<file path="src/common/card_unit_pkg.sv">
package card_unit_pkg;

  // Instruction bytes
  localparam logic [7:0] OP_START   = 8'hf3;
  localparam logic [7:0] OP_ADVANCE = 8'hf1;
  localparam logic [7:0] OP_TEST_A  = 8'hc1;
  localparam logic [7:0] OP_TEST_B  = 8'hd1;
  localparam logic [7:0] OP_TEST_C  = 8'he1;
  localparam logic [7:0] OP_LOAD_A  = 8'h31;
  localparam logic [7:0] OP_LOAD_B  = 8'h71;
  localparam logic [7:0] OP_LOAD_C  = 8'hb1;
  localparam logic [3:0] DEV_SEL    = 4'hf;
  localparam logic [7:0] ADV_R_BYTE = 8'h00;

  // Start function codes (N field of the start command)
  localparam logic [2:0] FN_FEED       = 3'h0;
  localparam logic [2:0] FN_READ       = 3'h1;
  localparam logic [2:0] FN_PUNCH_FEED = 3'h2;
  localparam logic [2:0] FN_PUNCH_READ = 3'h3;
  localparam logic [2:0] FN_PRINT      = 3'h4;
  localparam logic [2:0] FN_INT_CTRL   = 3'h7;

  // Control code: stacker field and interrupt control bits
  localparam logic [2:0] STK_ALT      = 3'h5;
  localparam logic [2:0] STK_DEFAULT  = 3'h0;
  localparam logic [2:0] STK_FOUR     = 3'h4;
  localparam int         CC_INT_EN    = 7;
  localparam int         CC_INT_DIS   = 6;
  localparam int         CC_INT_RST   = 5;

  // Load targets
  localparam logic [2:0] LD_READ_LEN   = 3'h0;
  localparam logic [2:0] LD_PUNCH_LEN  = 3'h2;
  localparam logic [2:0] LD_PRINT      = 3'h3;
  localparam logic [2:0] LD_PRINT_ADDR = 3'h4;
  localparam logic [2:0] LD_READ_ADDR  = 3'h5;
  localparam logic [2:0] LD_PUNCH_ADDR = 3'h6;
  localparam logic [7:0] MAX_PRINT_LEN = 8'h40;
  localparam logic [7:0] MAX_RP_LEN    = 8'h50;
  localparam int         HEAD_W        = 6;

  // Test conditions
  localparam logic [2:0] TC_BUSY      = 3'h0;
  localparam logic [2:0] TC_INT_PEND  = 3'h1;
  localparam logic [2:0] TC_INT_EN    = 3'h2;
  localparam logic [2:0] TC_NOT_READY = 3'h3;
  localparam logic [2:0] TC_CHECK     = 3'h4;
  localparam logic [2:0] TC_PRINT_CARD = 3'h5;

  localparam logic [2:0] IRQ_LEVEL = 3'h5;

  typedef struct packed {
    logic [7:0]  opcode;
    logic [7:0]  qByte;
    logic [7:0]  rByte;
    logic [15:0] operand;
    logic [15:0] nextSeq;
    logic [7:0]  loadHi;
    logic [7:0]  loadLo;
  } cmd_t;

  typedef enum logic [1:0] {ACT_SEQ, ACT_BRANCH, ACT_LOOP, ACT_SWITCH} action_t;

  typedef struct packed {
    logic        accepted;
    action_t     action;
    logic [15:0] iar;
    logic [15:0] recall;
  } resp_t;

  typedef struct packed {
    logic [2:0] func;
    logic       feed;
    logic [2:0] stacker;
    logic       stackValid;
  } mech_t;

  typedef struct packed {
    logic [7:0]        readLen;
    logic [7:0]        punchLen;
    logic [7:0]        printLen;
    logic [HEAD_W-1:0] heads;
    logic [15:0]       readAddr;
    logic [15:0]       punchAddr;
    logic [15:0]       printAddr;
  } load_t;

  typedef struct packed {
    logic       mechDone;
    logic       dataCheck;
    logic       machineCheck;
    logic       feedCheck;
    logic       notReady;
    logic       intervention;
    logic       mechBusy;
    logic [1:0] hopper;
    logic [1:0] prepunch;
  } pins_t;

  typedef enum logic [1:0] {ST_IDLE = 2'b00, ST_RUN = 2'b01, ST_END = 2'b11} state_t;

endpackage

</file>
<file path="src/hw/pin_sync.sv">
`timescale 1ns/1ps
`default_nettype none
module pin_sync #(
  parameter int W = 11
) (
  input  wire logic         mclk,
  input  wire logic         rstN,
  input  wire logic         clkEn,
  input  wire logic [W-1:0] din,
  output logic      [W-1:0] dout
);

  logic [W-1:0] meta;

  // Two stages per pin; only the second stage is ever read
  genvar i;
  generate
    for (i = 0; i < W; i++) begin : g_bit
      always_ff @(posedge mclk or negedge rstN) begin
        if (!rstN) begin
          meta[i] <= 1'b0;
          dout[i] <= 1'b0;
        end else if (clkEn) begin
          meta[i] <= din[i];
          dout[i] <= meta[i];
        end
      end
    end
  endgenerate

endmodule
`default_nettype wire

</file>
<file path="src/hw/load_reg_file.sv">
`timescale 1ns/1ps
`default_nettype none
module load_reg_file
  import card_unit_pkg::*;
(
  input  wire logic       mclk,
  input  wire logic       rstN,
  input  wire logic       clkEn,
  input  wire logic       loadEn,
  input  wire logic [2:0] nCode,
  input  wire logic [7:0] hi,
  input  wire logic [7:0] lo,
  output load_t           regs
);

  // Oversized counts saturate instead of wrapping
  function automatic logic [7:0] clampLen(input logic [7:0] v, input logic [7:0] mx);
    return (v > mx) ? mx : v;
  endfunction

  // Load targets; diagnostic and invalid codes are ignored
  always_ff @(posedge mclk or negedge rstN) begin
    if (!rstN) begin
      regs <= '0;
    end else if (clkEn && loadEn) begin
      case (nCode)
        LD_READ_LEN:   regs.readLen <= clampLen(hi, MAX_RP_LEN);
        LD_PUNCH_LEN:  regs.punchLen <= clampLen(lo, MAX_RP_LEN);
        LD_PRINT: begin
          regs.heads    <= hi[HEAD_W-1:0];
          regs.printLen <= clampLen(lo, MAX_PRINT_LEN);
        end
        LD_PRINT_ADDR: regs.printAddr <= {hi, lo};
        LD_READ_ADDR:  regs.readAddr <= {hi, lo};
        LD_PUNCH_ADDR: regs.punchAddr <= {hi, lo};
        default: ;
      endcase
    end
  end

endmodule
`default_nettype wire

</file>
<file path="src/hw/card_unit_io_attachment.sv">
`timescale 1ns/1ps
`default_nettype none
// What this block does
// - Start is opcode F3, no operand; Q-byte high nibble all ones selects us
// - Accepted start runs the coded function on the chosen feed
// - Stacker field 000/110/111 default; 101 on faster model goes to stacker 4
// - Stacker choice applies only to a prepunch card; ignored if station empty
// - Missing card aborts with no-op and op-end; read without card forces feed
// - Unresolved check or unsensed no-op/data check aborts with no-op and op-end
// - Zero loaded length count for the operation aborts with no-op and op-end
// - Print with zero heads loaded aborts with no-op and op-end
// - Start while not ready turns on the attention indicator
// - Interrupt control start is always accepted
// - Op-end request on level 5 after every accepted start other than interrupt control: normal, error or no-op
// - Interrupt enable/disable/reset any time; testable; cause readable by sense
// - Test-and-branch C1/D1/E1 branches to operand when condition holds
// - On branch recall gets next sequential address, IAR gets the target
// - Advance level F1, R-byte zero: switch, loop or continue per condition
// - Primary punch-read registers punched card at print; printed card stacks
// - Load C1-class opcodes 31/71/B1 move two bytes into an address or print register, one into a read or punch count
// - Loaded counts clamp to 40 hex for print, 50 hex for read and punch
module card_unit_io_attachment
  import card_unit_pkg::*;
(
  input  wire logic       mclk,
  input  wire logic       resetn,
  input  wire logic       clkEn,
  input  wire logic       cmdValid,
  input  wire cmd_t       cmd,
  input  wire pins_t      pins,
  input  wire logic       fasterModel,
  input  wire logic       dualEnabled,
  input  wire logic       senseRead,
  output logic            cmdDone,
  output resp_t           resp,
  output logic            mechStart,
  output mech_t           mech,
  output logic            irqRequest,
  output logic      [2:0] irqLevel,
  output logic            intEnabled,
  output logic            intPending,
  output logic            attention,
  output logic      [1:0] feedBusy,
  output logic      [7:0] senseByte,
  output logic            printStationFull,
  output logic            stackPrinted
);

  ////////////////////////////////////////////////////////////////////////////
  // Reset release and pin synchronisers

  logic   rstMeta;
  logic   rstN;
  pins_t  pinSync;
  load_t  loadRegs;
  state_t state;
  logic   donePrev;
  logic   dataChkPrev;
  logic   unsensedNoOp;
  logic   unsensedDataChk;
  logic   ranOp;
  logic   printedCard;

  // Release is clocked so every flop leaves reset on the same edge
  always_ff @(posedge mclk or negedge resetn) begin
    if (!resetn) begin
      rstMeta <= 1'b0;
      rstN    <= 1'b0;
    end else if (clkEn) begin
      rstMeta <= 1'b1;
      rstN    <= rstMeta;
    end
  end

  pin_sync #(.W($bits(pins_t))) u_sync (
    .mclk  (mclk),
    .rstN  (rstN),
    .clkEn (clkEn),
    .din   (pins),
    .dout  (pinSync)
  );

  ////////////////////////////////////////////////////////////////////////////
  // Decode

  function automatic logic devSel(input logic [7:0] q);
    return q[7:4] == DEV_SEL;
  endfunction

  function automatic logic oneOf(input logic [7:0] op, input logic [7:0] a,
                                 input logic [7:0] b, input logic [7:0] c);
    return (op == a) || (op == b) || (op == c);
  endfunction

  // Faster model alone honours the alternate stacker code
  function automatic logic [2:0] stackerCode(input logic [2:0] cc, input logic fast);
    return (cc == STK_ALT && fast) ? STK_FOUR : STK_DEFAULT;
  endfunction

  logic       take;
  logic       isStart;
  logic       isTest;
  logic       isAdv;
  logic       isLoad;
  logic [2:0] nCode;
  logic       feedSel;
  logic       intCtrl;
  logic       blocked;
  logic       checkAbort;
  logic       lenZero;
  logic       noCard;
  logic       accept;
  logic       abort;
  logic       runOp;
  logic [2:0] runFunc;
  logic       cond;
  logic       doneRise;
  logic       dataChkRise;

  assign take    = cmdValid && clkEn;
  assign nCode   = cmd.qByte[2:0];
  assign feedSel = cmd.qByte[3];
  assign isStart = take && cmd.opcode == OP_START && devSel(cmd.qByte);
  assign isTest  = take && oneOf(cmd.opcode, OP_TEST_A, OP_TEST_B, OP_TEST_C)
                   && devSel(cmd.qByte);
  assign isAdv   = take && cmd.opcode == OP_ADVANCE && devSel(cmd.qByte)
                   && cmd.rByte == ADV_R_BYTE;
  assign isLoad  = take && oneOf(cmd.opcode, OP_LOAD_A, OP_LOAD_B, OP_LOAD_C)
                   && devSel(cmd.qByte);
  assign intCtrl = nCode == FN_INT_CTRL;

  // Busy, intervention or not ready: refused so the host loops
  assign blocked = state != ST_IDLE || pinSync.mechBusy || pinSync.intervention
                   || pinSync.notReady;
  assign checkAbort = pinSync.machineCheck || pinSync.feedCheck
                      || unsensedNoOp || unsensedDataChk;

  // Abort conditions that need the function code
  always_comb begin
    lenZero = 1'b0;
    noCard  = 1'b0;
    runFunc = nCode;
    case (nCode)
      FN_FEED: noCard = !pinSync.hopper[feedSel] && !pinSync.prepunch[feedSel];
      FN_READ: begin
        lenZero = loadRegs.readLen == '0;
        if (!pinSync.hopper[feedSel]) begin
          runFunc = FN_FEED;
        end
      end
      FN_PUNCH_FEED: begin
        lenZero = loadRegs.punchLen == '0;
        noCard  = !pinSync.prepunch[feedSel];
      end
      FN_PUNCH_READ: begin
        lenZero = loadRegs.punchLen == '0 || loadRegs.readLen == '0;
        noCard  = !pinSync.prepunch[feedSel];
      end
      FN_PRINT: begin
        lenZero = loadRegs.printLen == '0 || loadRegs.heads == '0;
        noCard  = !printStationFull;
      end
      default: ;
    endcase
  end

  assign accept = isStart && (intCtrl || !blocked);
  assign abort  = accept && !intCtrl && (checkAbort || lenZero || noCard);
  assign runOp  = accept && !intCtrl && !abort;

  // Conditions shared by test-and-branch and advance level
  always_comb begin
    case (nCode)
      TC_BUSY:       cond = feedBusy[feedSel];
      TC_INT_PEND:   cond = intPending;
      TC_INT_EN:     cond = intEnabled;
      TC_NOT_READY:  cond = pinSync.notReady;
      TC_CHECK:      cond = pinSync.machineCheck || pinSync.feedCheck;
      TC_PRINT_CARD: cond = printStationFull;
      default:       cond = 1'b0;
    endcase
  end

  assign doneRise    = pinSync.mechDone && !donePrev;
  assign dataChkRise = pinSync.dataCheck && !dataChkPrev;

  load_reg_file u_load (
    .mclk   (mclk),
    .rstN   (rstN),
    .clkEn  (clkEn),
    .loadEn (isLoad),
    .nCode  (nCode),
    .hi     (cmd.loadHi),
    .lo     (cmd.loadLo),
    .regs   (loadRegs)
  );

  ////////////////////////////////////////////////////////////////////////////
  // Sequencing

  // Edge history of synchronised pins
  always_ff @(posedge mclk or negedge rstN) begin
    if (!rstN) begin
      donePrev    <= 1'b0;
      dataChkPrev <= 1'b0;
    end else if (clkEn) begin
      donePrev    <= pinSync.mechDone;
      dataChkPrev <= pinSync.dataCheck;
    end
  end

  // Aborts skip the run phase but still pass through op-end
  always_ff @(posedge mclk or negedge rstN) begin
    if (!rstN) begin
      state <= ST_IDLE;
    end else if (clkEn) begin
      case (state)
        ST_IDLE: begin
          if (runOp) begin
            state <= ST_RUN;
          end else if (abort) begin
            state <= ST_END;
          end
        end
        ST_RUN: begin
          if (doneRise) begin
            state <= ST_END;
          end
        end
        ST_END:  state <= ST_IDLE;
        default: state <= ST_IDLE;
      endcase
    end
  end

  // Answer to the host, one cycle after the command is taken
  always_ff @(posedge mclk or negedge rstN) begin
    if (!rstN) begin
      cmdDone <= 1'b0;
      resp    <= '0;
    end else if (clkEn) begin
      cmdDone       <= take;
      resp.accepted <= accept || isTest || isAdv || isLoad;
      resp.iar      <= cmd.nextSeq;
      resp.recall   <= cmd.nextSeq;
      resp.action   <= ACT_SEQ;
      if (isTest && cond) begin
        resp.action <= ACT_BRANCH;
        resp.iar    <= cmd.operand;
      end else if (isAdv && cond) begin
        resp.action <= dualEnabled ? ACT_SWITCH : ACT_LOOP;
      end else if (isStart && !accept) begin
        resp.action <= ACT_LOOP;
      end
    end
  end

  // Transport command; stacker choice only for a card at prepunch
  always_ff @(posedge mclk or negedge rstN) begin
    if (!rstN) begin
      mechStart <= 1'b0;
      mech      <= '0;
      ranOp     <= 1'b0;
    end else if (clkEn) begin
      mechStart <= runOp;
      if (runOp) begin
        mech.func       <= runFunc;
        mech.feed       <= feedSel;
        mech.stackValid <= pinSync.prepunch[feedSel];
        mech.stacker    <= pinSync.prepunch[feedSel]
                           ? stackerCode(cmd.rByte[2:0], fasterModel) : STK_DEFAULT;
        ranOp           <= 1'b1;
      end else if (state == ST_END) begin
        ranOp <= 1'b0;
      end
    end
  end

  // Feed busy spans the whole run
  always_ff @(posedge mclk or negedge rstN) begin
    if (!rstN) begin
      feedBusy <= '0;
    end else if (clkEn) begin
      if (runOp) begin
        feedBusy[feedSel] <= 1'b1;
      end else if (state == ST_END) begin
        feedBusy <= '0;
      end
    end
  end

  // Interrupt enable and pending; an op-end beats a simultaneous reset
  always_ff @(posedge mclk or negedge rstN) begin
    if (!rstN) begin
      intEnabled <= 1'b0;
      intPending <= 1'b0;
    end else if (clkEn) begin
      if (isStart && intCtrl && cmd.rByte[CC_INT_EN]) begin
        intEnabled <= 1'b1;
      end else if (isStart && intCtrl && cmd.rByte[CC_INT_DIS]) begin
        intEnabled <= 1'b0;
      end
      if (state == ST_END) begin
        intPending <= 1'b1;
      end else if (isStart && intCtrl && cmd.rByte[CC_INT_RST]) begin
        intPending <= 1'b0;
      end
    end
  end

  assign irqRequest = intEnabled && intPending;
  assign irqLevel   = IRQ_LEVEL;

  // Unsensed status: new events win over the clearing sense
  always_ff @(posedge mclk or negedge rstN) begin
    if (!rstN) begin
      unsensedNoOp    <= 1'b0;
      unsensedDataChk <= 1'b0;
      senseByte       <= '0;
    end else if (clkEn) begin
      if (abort) begin
        unsensedNoOp <= 1'b1;
      end else if (senseRead) begin
        unsensedNoOp <= 1'b0;
      end
      if (dataChkRise) begin
        unsensedDataChk <= 1'b1;
      end else if (senseRead) begin
        unsensedDataChk <= 1'b0;
      end
      if (senseRead) begin
        senseByte <= {unsensedNoOp, unsensedDataChk, pinSync.machineCheck,
                      pinSync.feedCheck, pinSync.notReady, pinSync.intervention,
                      intPending, 1'b0};
      end
    end
  end

  // Attention follows any start while not ready, interrupt control included
  always_ff @(posedge mclk or negedge rstN) begin
    if (!rstN) begin
      attention <= 1'b0;
    end else if (clkEn) begin
      if (isStart && pinSync.notReady) begin
        attention <= 1'b1;
      end else if (!pinSync.notReady) begin
        attention <= 1'b0;
      end
    end
  end

  // Print station tracking; the transport reports no print-station sensor
  always_ff @(posedge mclk or negedge rstN) begin
    if (!rstN) begin
      printStationFull <= 1'b0;
      printedCard      <= 1'b0;
      stackPrinted     <= 1'b0;
    end else if (clkEn) begin
      stackPrinted <= 1'b0;
      if (state == ST_END && ranOp) begin
        if (mech.func == FN_PUNCH_READ && !mech.feed) begin
          printStationFull <= 1'b1;
          printedCard      <= 1'b0;
          stackPrinted     <= printedCard;
        end else if (mech.func == FN_PRINT) begin
          printStationFull <= 1'b0;
          printedCard      <= 1'b1;
        end
      end
    end
  end
endmodule
`default_nettype wire

</file>
<file path="config.mk">
export PLATFORM = sky130hd
export DESIGN_NAME = card_unit_io_attachment
export DESIGN_NICKNAME = d
export VERILOG_FILES = /design/src/common/card_unit_pkg.sv /design/src/hw/pin_sync.sv /design/src/hw/load_reg_file.sv /design/src/hw/card_unit_io_attachment.sv
export SDC_FILE = /design/constraint.sdc
export NUM_CORES = 1
export LEC_CHECK = 0
export ABC_AREA = 1
export BUFFER_PORTS_ARGS = -buffer_cell sky130_fd_sc_hd__buf_2
export CORE_ASPECT_RATIO = 1.2
export CORE_MARGIN = 2
export CORE_UTILIZATION = 60
export CTS_CLUSTER_DIAMETER = 40
export DETAILED_ROUTE_END_ITERATION = 7
export PLACE_DENSITY = 0.91
export SLEW_MARGIN = 40
export SYNTH_ARGS = -nofsm -noshare
export SYNTH_HDL_FRONTEND = slang
export SYNTH_HIERARCHICAL = 1
export SYNTH_SLANG_ARGS = --single-unit
</file>
<file path="constraint.sdc">
create_clock -name mclk -period 12.8 [get_ports mclk]
set_clock_uncertainty 0.05 [all_clocks]
set_input_delay 1.28 -clock mclk [delete_from_list [all_inputs] [get_ports mclk]]
set_output_delay 1.28 -clock mclk [all_outputs]
set_load 0.02 [all_outputs]
</file>
==> flow_metrics.py <==
metrics = {
    "status": {
        "outcome": "complete, no violations",
    },
    "yosys": {
        "synthCells": 757,
        "syn_avg_cell_area_um2": 7.61,
        "syn_area_mm2": 0.00576,
        "synth_warnings": 6,
    },
    "clocking": {
        "clkSinkCount": 119,
        "cts_inserted_buffers": 17,
        "root_buffer": "clkbuf_16",
        "clk_transition_reported_paths_ns": 0.05,
        "h-tree-depth": 4,
        "post_cts_buffers": 0,
        "clk_latency_ns": 0.41,
        "cts_tree": "built",
        "clk_path_buf_depth": 2,
        "hold_buffers": 0,
        "cts_resized": 0,
    },
    "floorplan": {
        "coreArea_mm2": 0.00942,
        "dieArea_mm2": 0.0104,
        "die_h_um": 111,
        "io_pins": 154,
        "rows": 39,
        "start_util_pct": 61.2,
        "die_w_um": 93.5,
    },
    "drt": {
        "routed_wl_um": 14800,
        "dr.pass1.iters": 6,
        "drt_iter0_markers": 461,
        "vias": 5490,
        "wire_per_inst_um": 14.3,
        "antenna_left": 0,
        "via_per_inst": 5.29,
        "drc_errors": 0,
    },
    "sta": {
        "worst_pin_slew_ns": 0.689,
        "tns_ns": 0,
        "slew_violations": 0,
        "slew_headroom_pct": 54.0,
        "grt_setup_unrepaired": "no",
        "period_needed_ns": 3.06,
        "fin_crit_sh_pct": 23.9,
        "setup-violations-final": 0,
        "final_hold_viol_count": 0,
        "fmax_mhz": 327,
    },
    "critical_path": {
        "crit_path_start_kind": "input port",
        "crit_type": "input port to flop",
        "cp-end-kind": "flop",
        "crit_required_ns": 13.10,
        "reg2reg_slack_ns": 10.73,
        "arrival_ns": 3.36,
        "worst-r2r-cell-count": 8,
        "cp_max_fo": 54,
    },
    "worst_hold_path": {
        "hp-class": "flop to asynchronous set/reset pin",
    },
    "global_route": {
        "antenna_found_initial": 2,
        "grt_start_max_net_pins": 80,
        "grt_pass1_wl_um": 23600,
        "track_usage_pct": 28.7,
        "grt_pass1_vias": 5200,
        "overflow": 0,
    },
    "placement": {
        "place_area_mm2": 0.00650,
        "io_buffers": 147,
        "post-dp-hpwl_um": 9690,
        "gp_congestion": 0.908,
    },
    "layout": {
        "synthToLayoutAreaGrowth_pct": 24.1,
        "fin_nets": 991,
        "fillers": 663,
        "drive_gt1_share_pct": 21.8,
        "stdcell_area_mm2": 0.00715,
        "fin_util_pct": 75.9,
    },
    "power_and_ir_drop": {
        "p_per_area_mw_per_mm2": 153,
        "ir_drop_uv": 123,
        "leakagePower_nw": 4.08,
    },
    "flow_run": {
        "cap_violations": 0,
    },
}
[report_power, final]
group / switching (W) / internal, W / total (W)
Clock: 0.000159 / 0.000359 / 0.000518
Combinational: 0.0000972 / 0.0000475 / 0.000145
Sequential: 0.0000253 / 0.000409 / 0.000434
[area by class of cell]
type | count | area [um^2] | share of cell area [%]
Sequential cell | 119 | 2980 | 41.7
Multi-Input combinational cell | 518 | 2250 | 31.4
Timing Repair Buffer | 150 | 762 | 10.7
Clock buffer | 23 | 478 | 6.68
Inverter | 95 | 357 | 4.99
Clock inverter | 8 | 169 | 2.36
Tap cell | 123 | 154 | 2.15
Antenna cell | 2 | 5.00 | 0.0700
[metrics by stage]
stage | std cells | hold WS [ns] | power (W) | worst slack (ns)
2_1_floorplan | 761 | 0.387 | 0.000528 | 9.17
3_3_place_gp | 1005 | 0.267 | 0.000575 | 9.50
4_1_cts | 1036 | 0.271 | 0.00110 | 9.83
3_5_place_dp | 1005 | 0.265 | 0.000580 | 9.46
6_report | 1038 | 0.256 | 0.00110 | 9.74
5_1_grt | 1038 | 0.307 | 0.00113 | 9.60
[worst max-delay path, stage by stage]
cell and delay [ns]:
buf_2 0.07, buf_4 0.45, nand2_1 0.21, inv_1 0.13, nand4_1 0.14, inv_1 0.09
nand2_1 0.08, nor2_4 0.17, nand2_2 0.30, nor2_1 0.23, nand2_1 0.10, nand2_1 0.08
[routing by layer]
metal  GRT usage, %  wire [um]
met4           15.7        654
met1           33.8       5550
met3           5.48       1080
met2           49.1       7550
met5              0          0
[sequential cells by signal (all words and copies together), names as in the netlist, 2 cells and up]
name,flops
feedBusy,2
resp,35
u_sync/meta,11
state,2
u_sync/dout,11
u_load/regs,30
senseByte,7
mech,6
[path summary, 6_finish.rpt]
path	endpoint	start
min in group mclk	mech[0]	mech[0]
setup / recovery	u_load/regs[57]	clkEn
hold reg to reg	resp[34]	rstN
hold / removal	resp[34]	rstN
max in group asynchronous	senseByte[7]	rstN
setup reg to reg	resp[23]	intEnabled
[layout by cell type, fill, tap and decap left out, drive strengths merged]
master	count
nand3	38
nor2	68
clkbuf	23
nand3b	17
clkinv	3
dfrtp	119
o21ai	43
diode	2
o311ai	1
nor3	7
bufinv	5
conb	6
inv	95
buf	150
o31ai	1
o211ai	2
o41ai	1
a31oi	1
o22ai	2
or2	2
nand4	8
a21oi	9
o21a	1
and2	2
nand2	309
(Power assumes the default switching activity.)
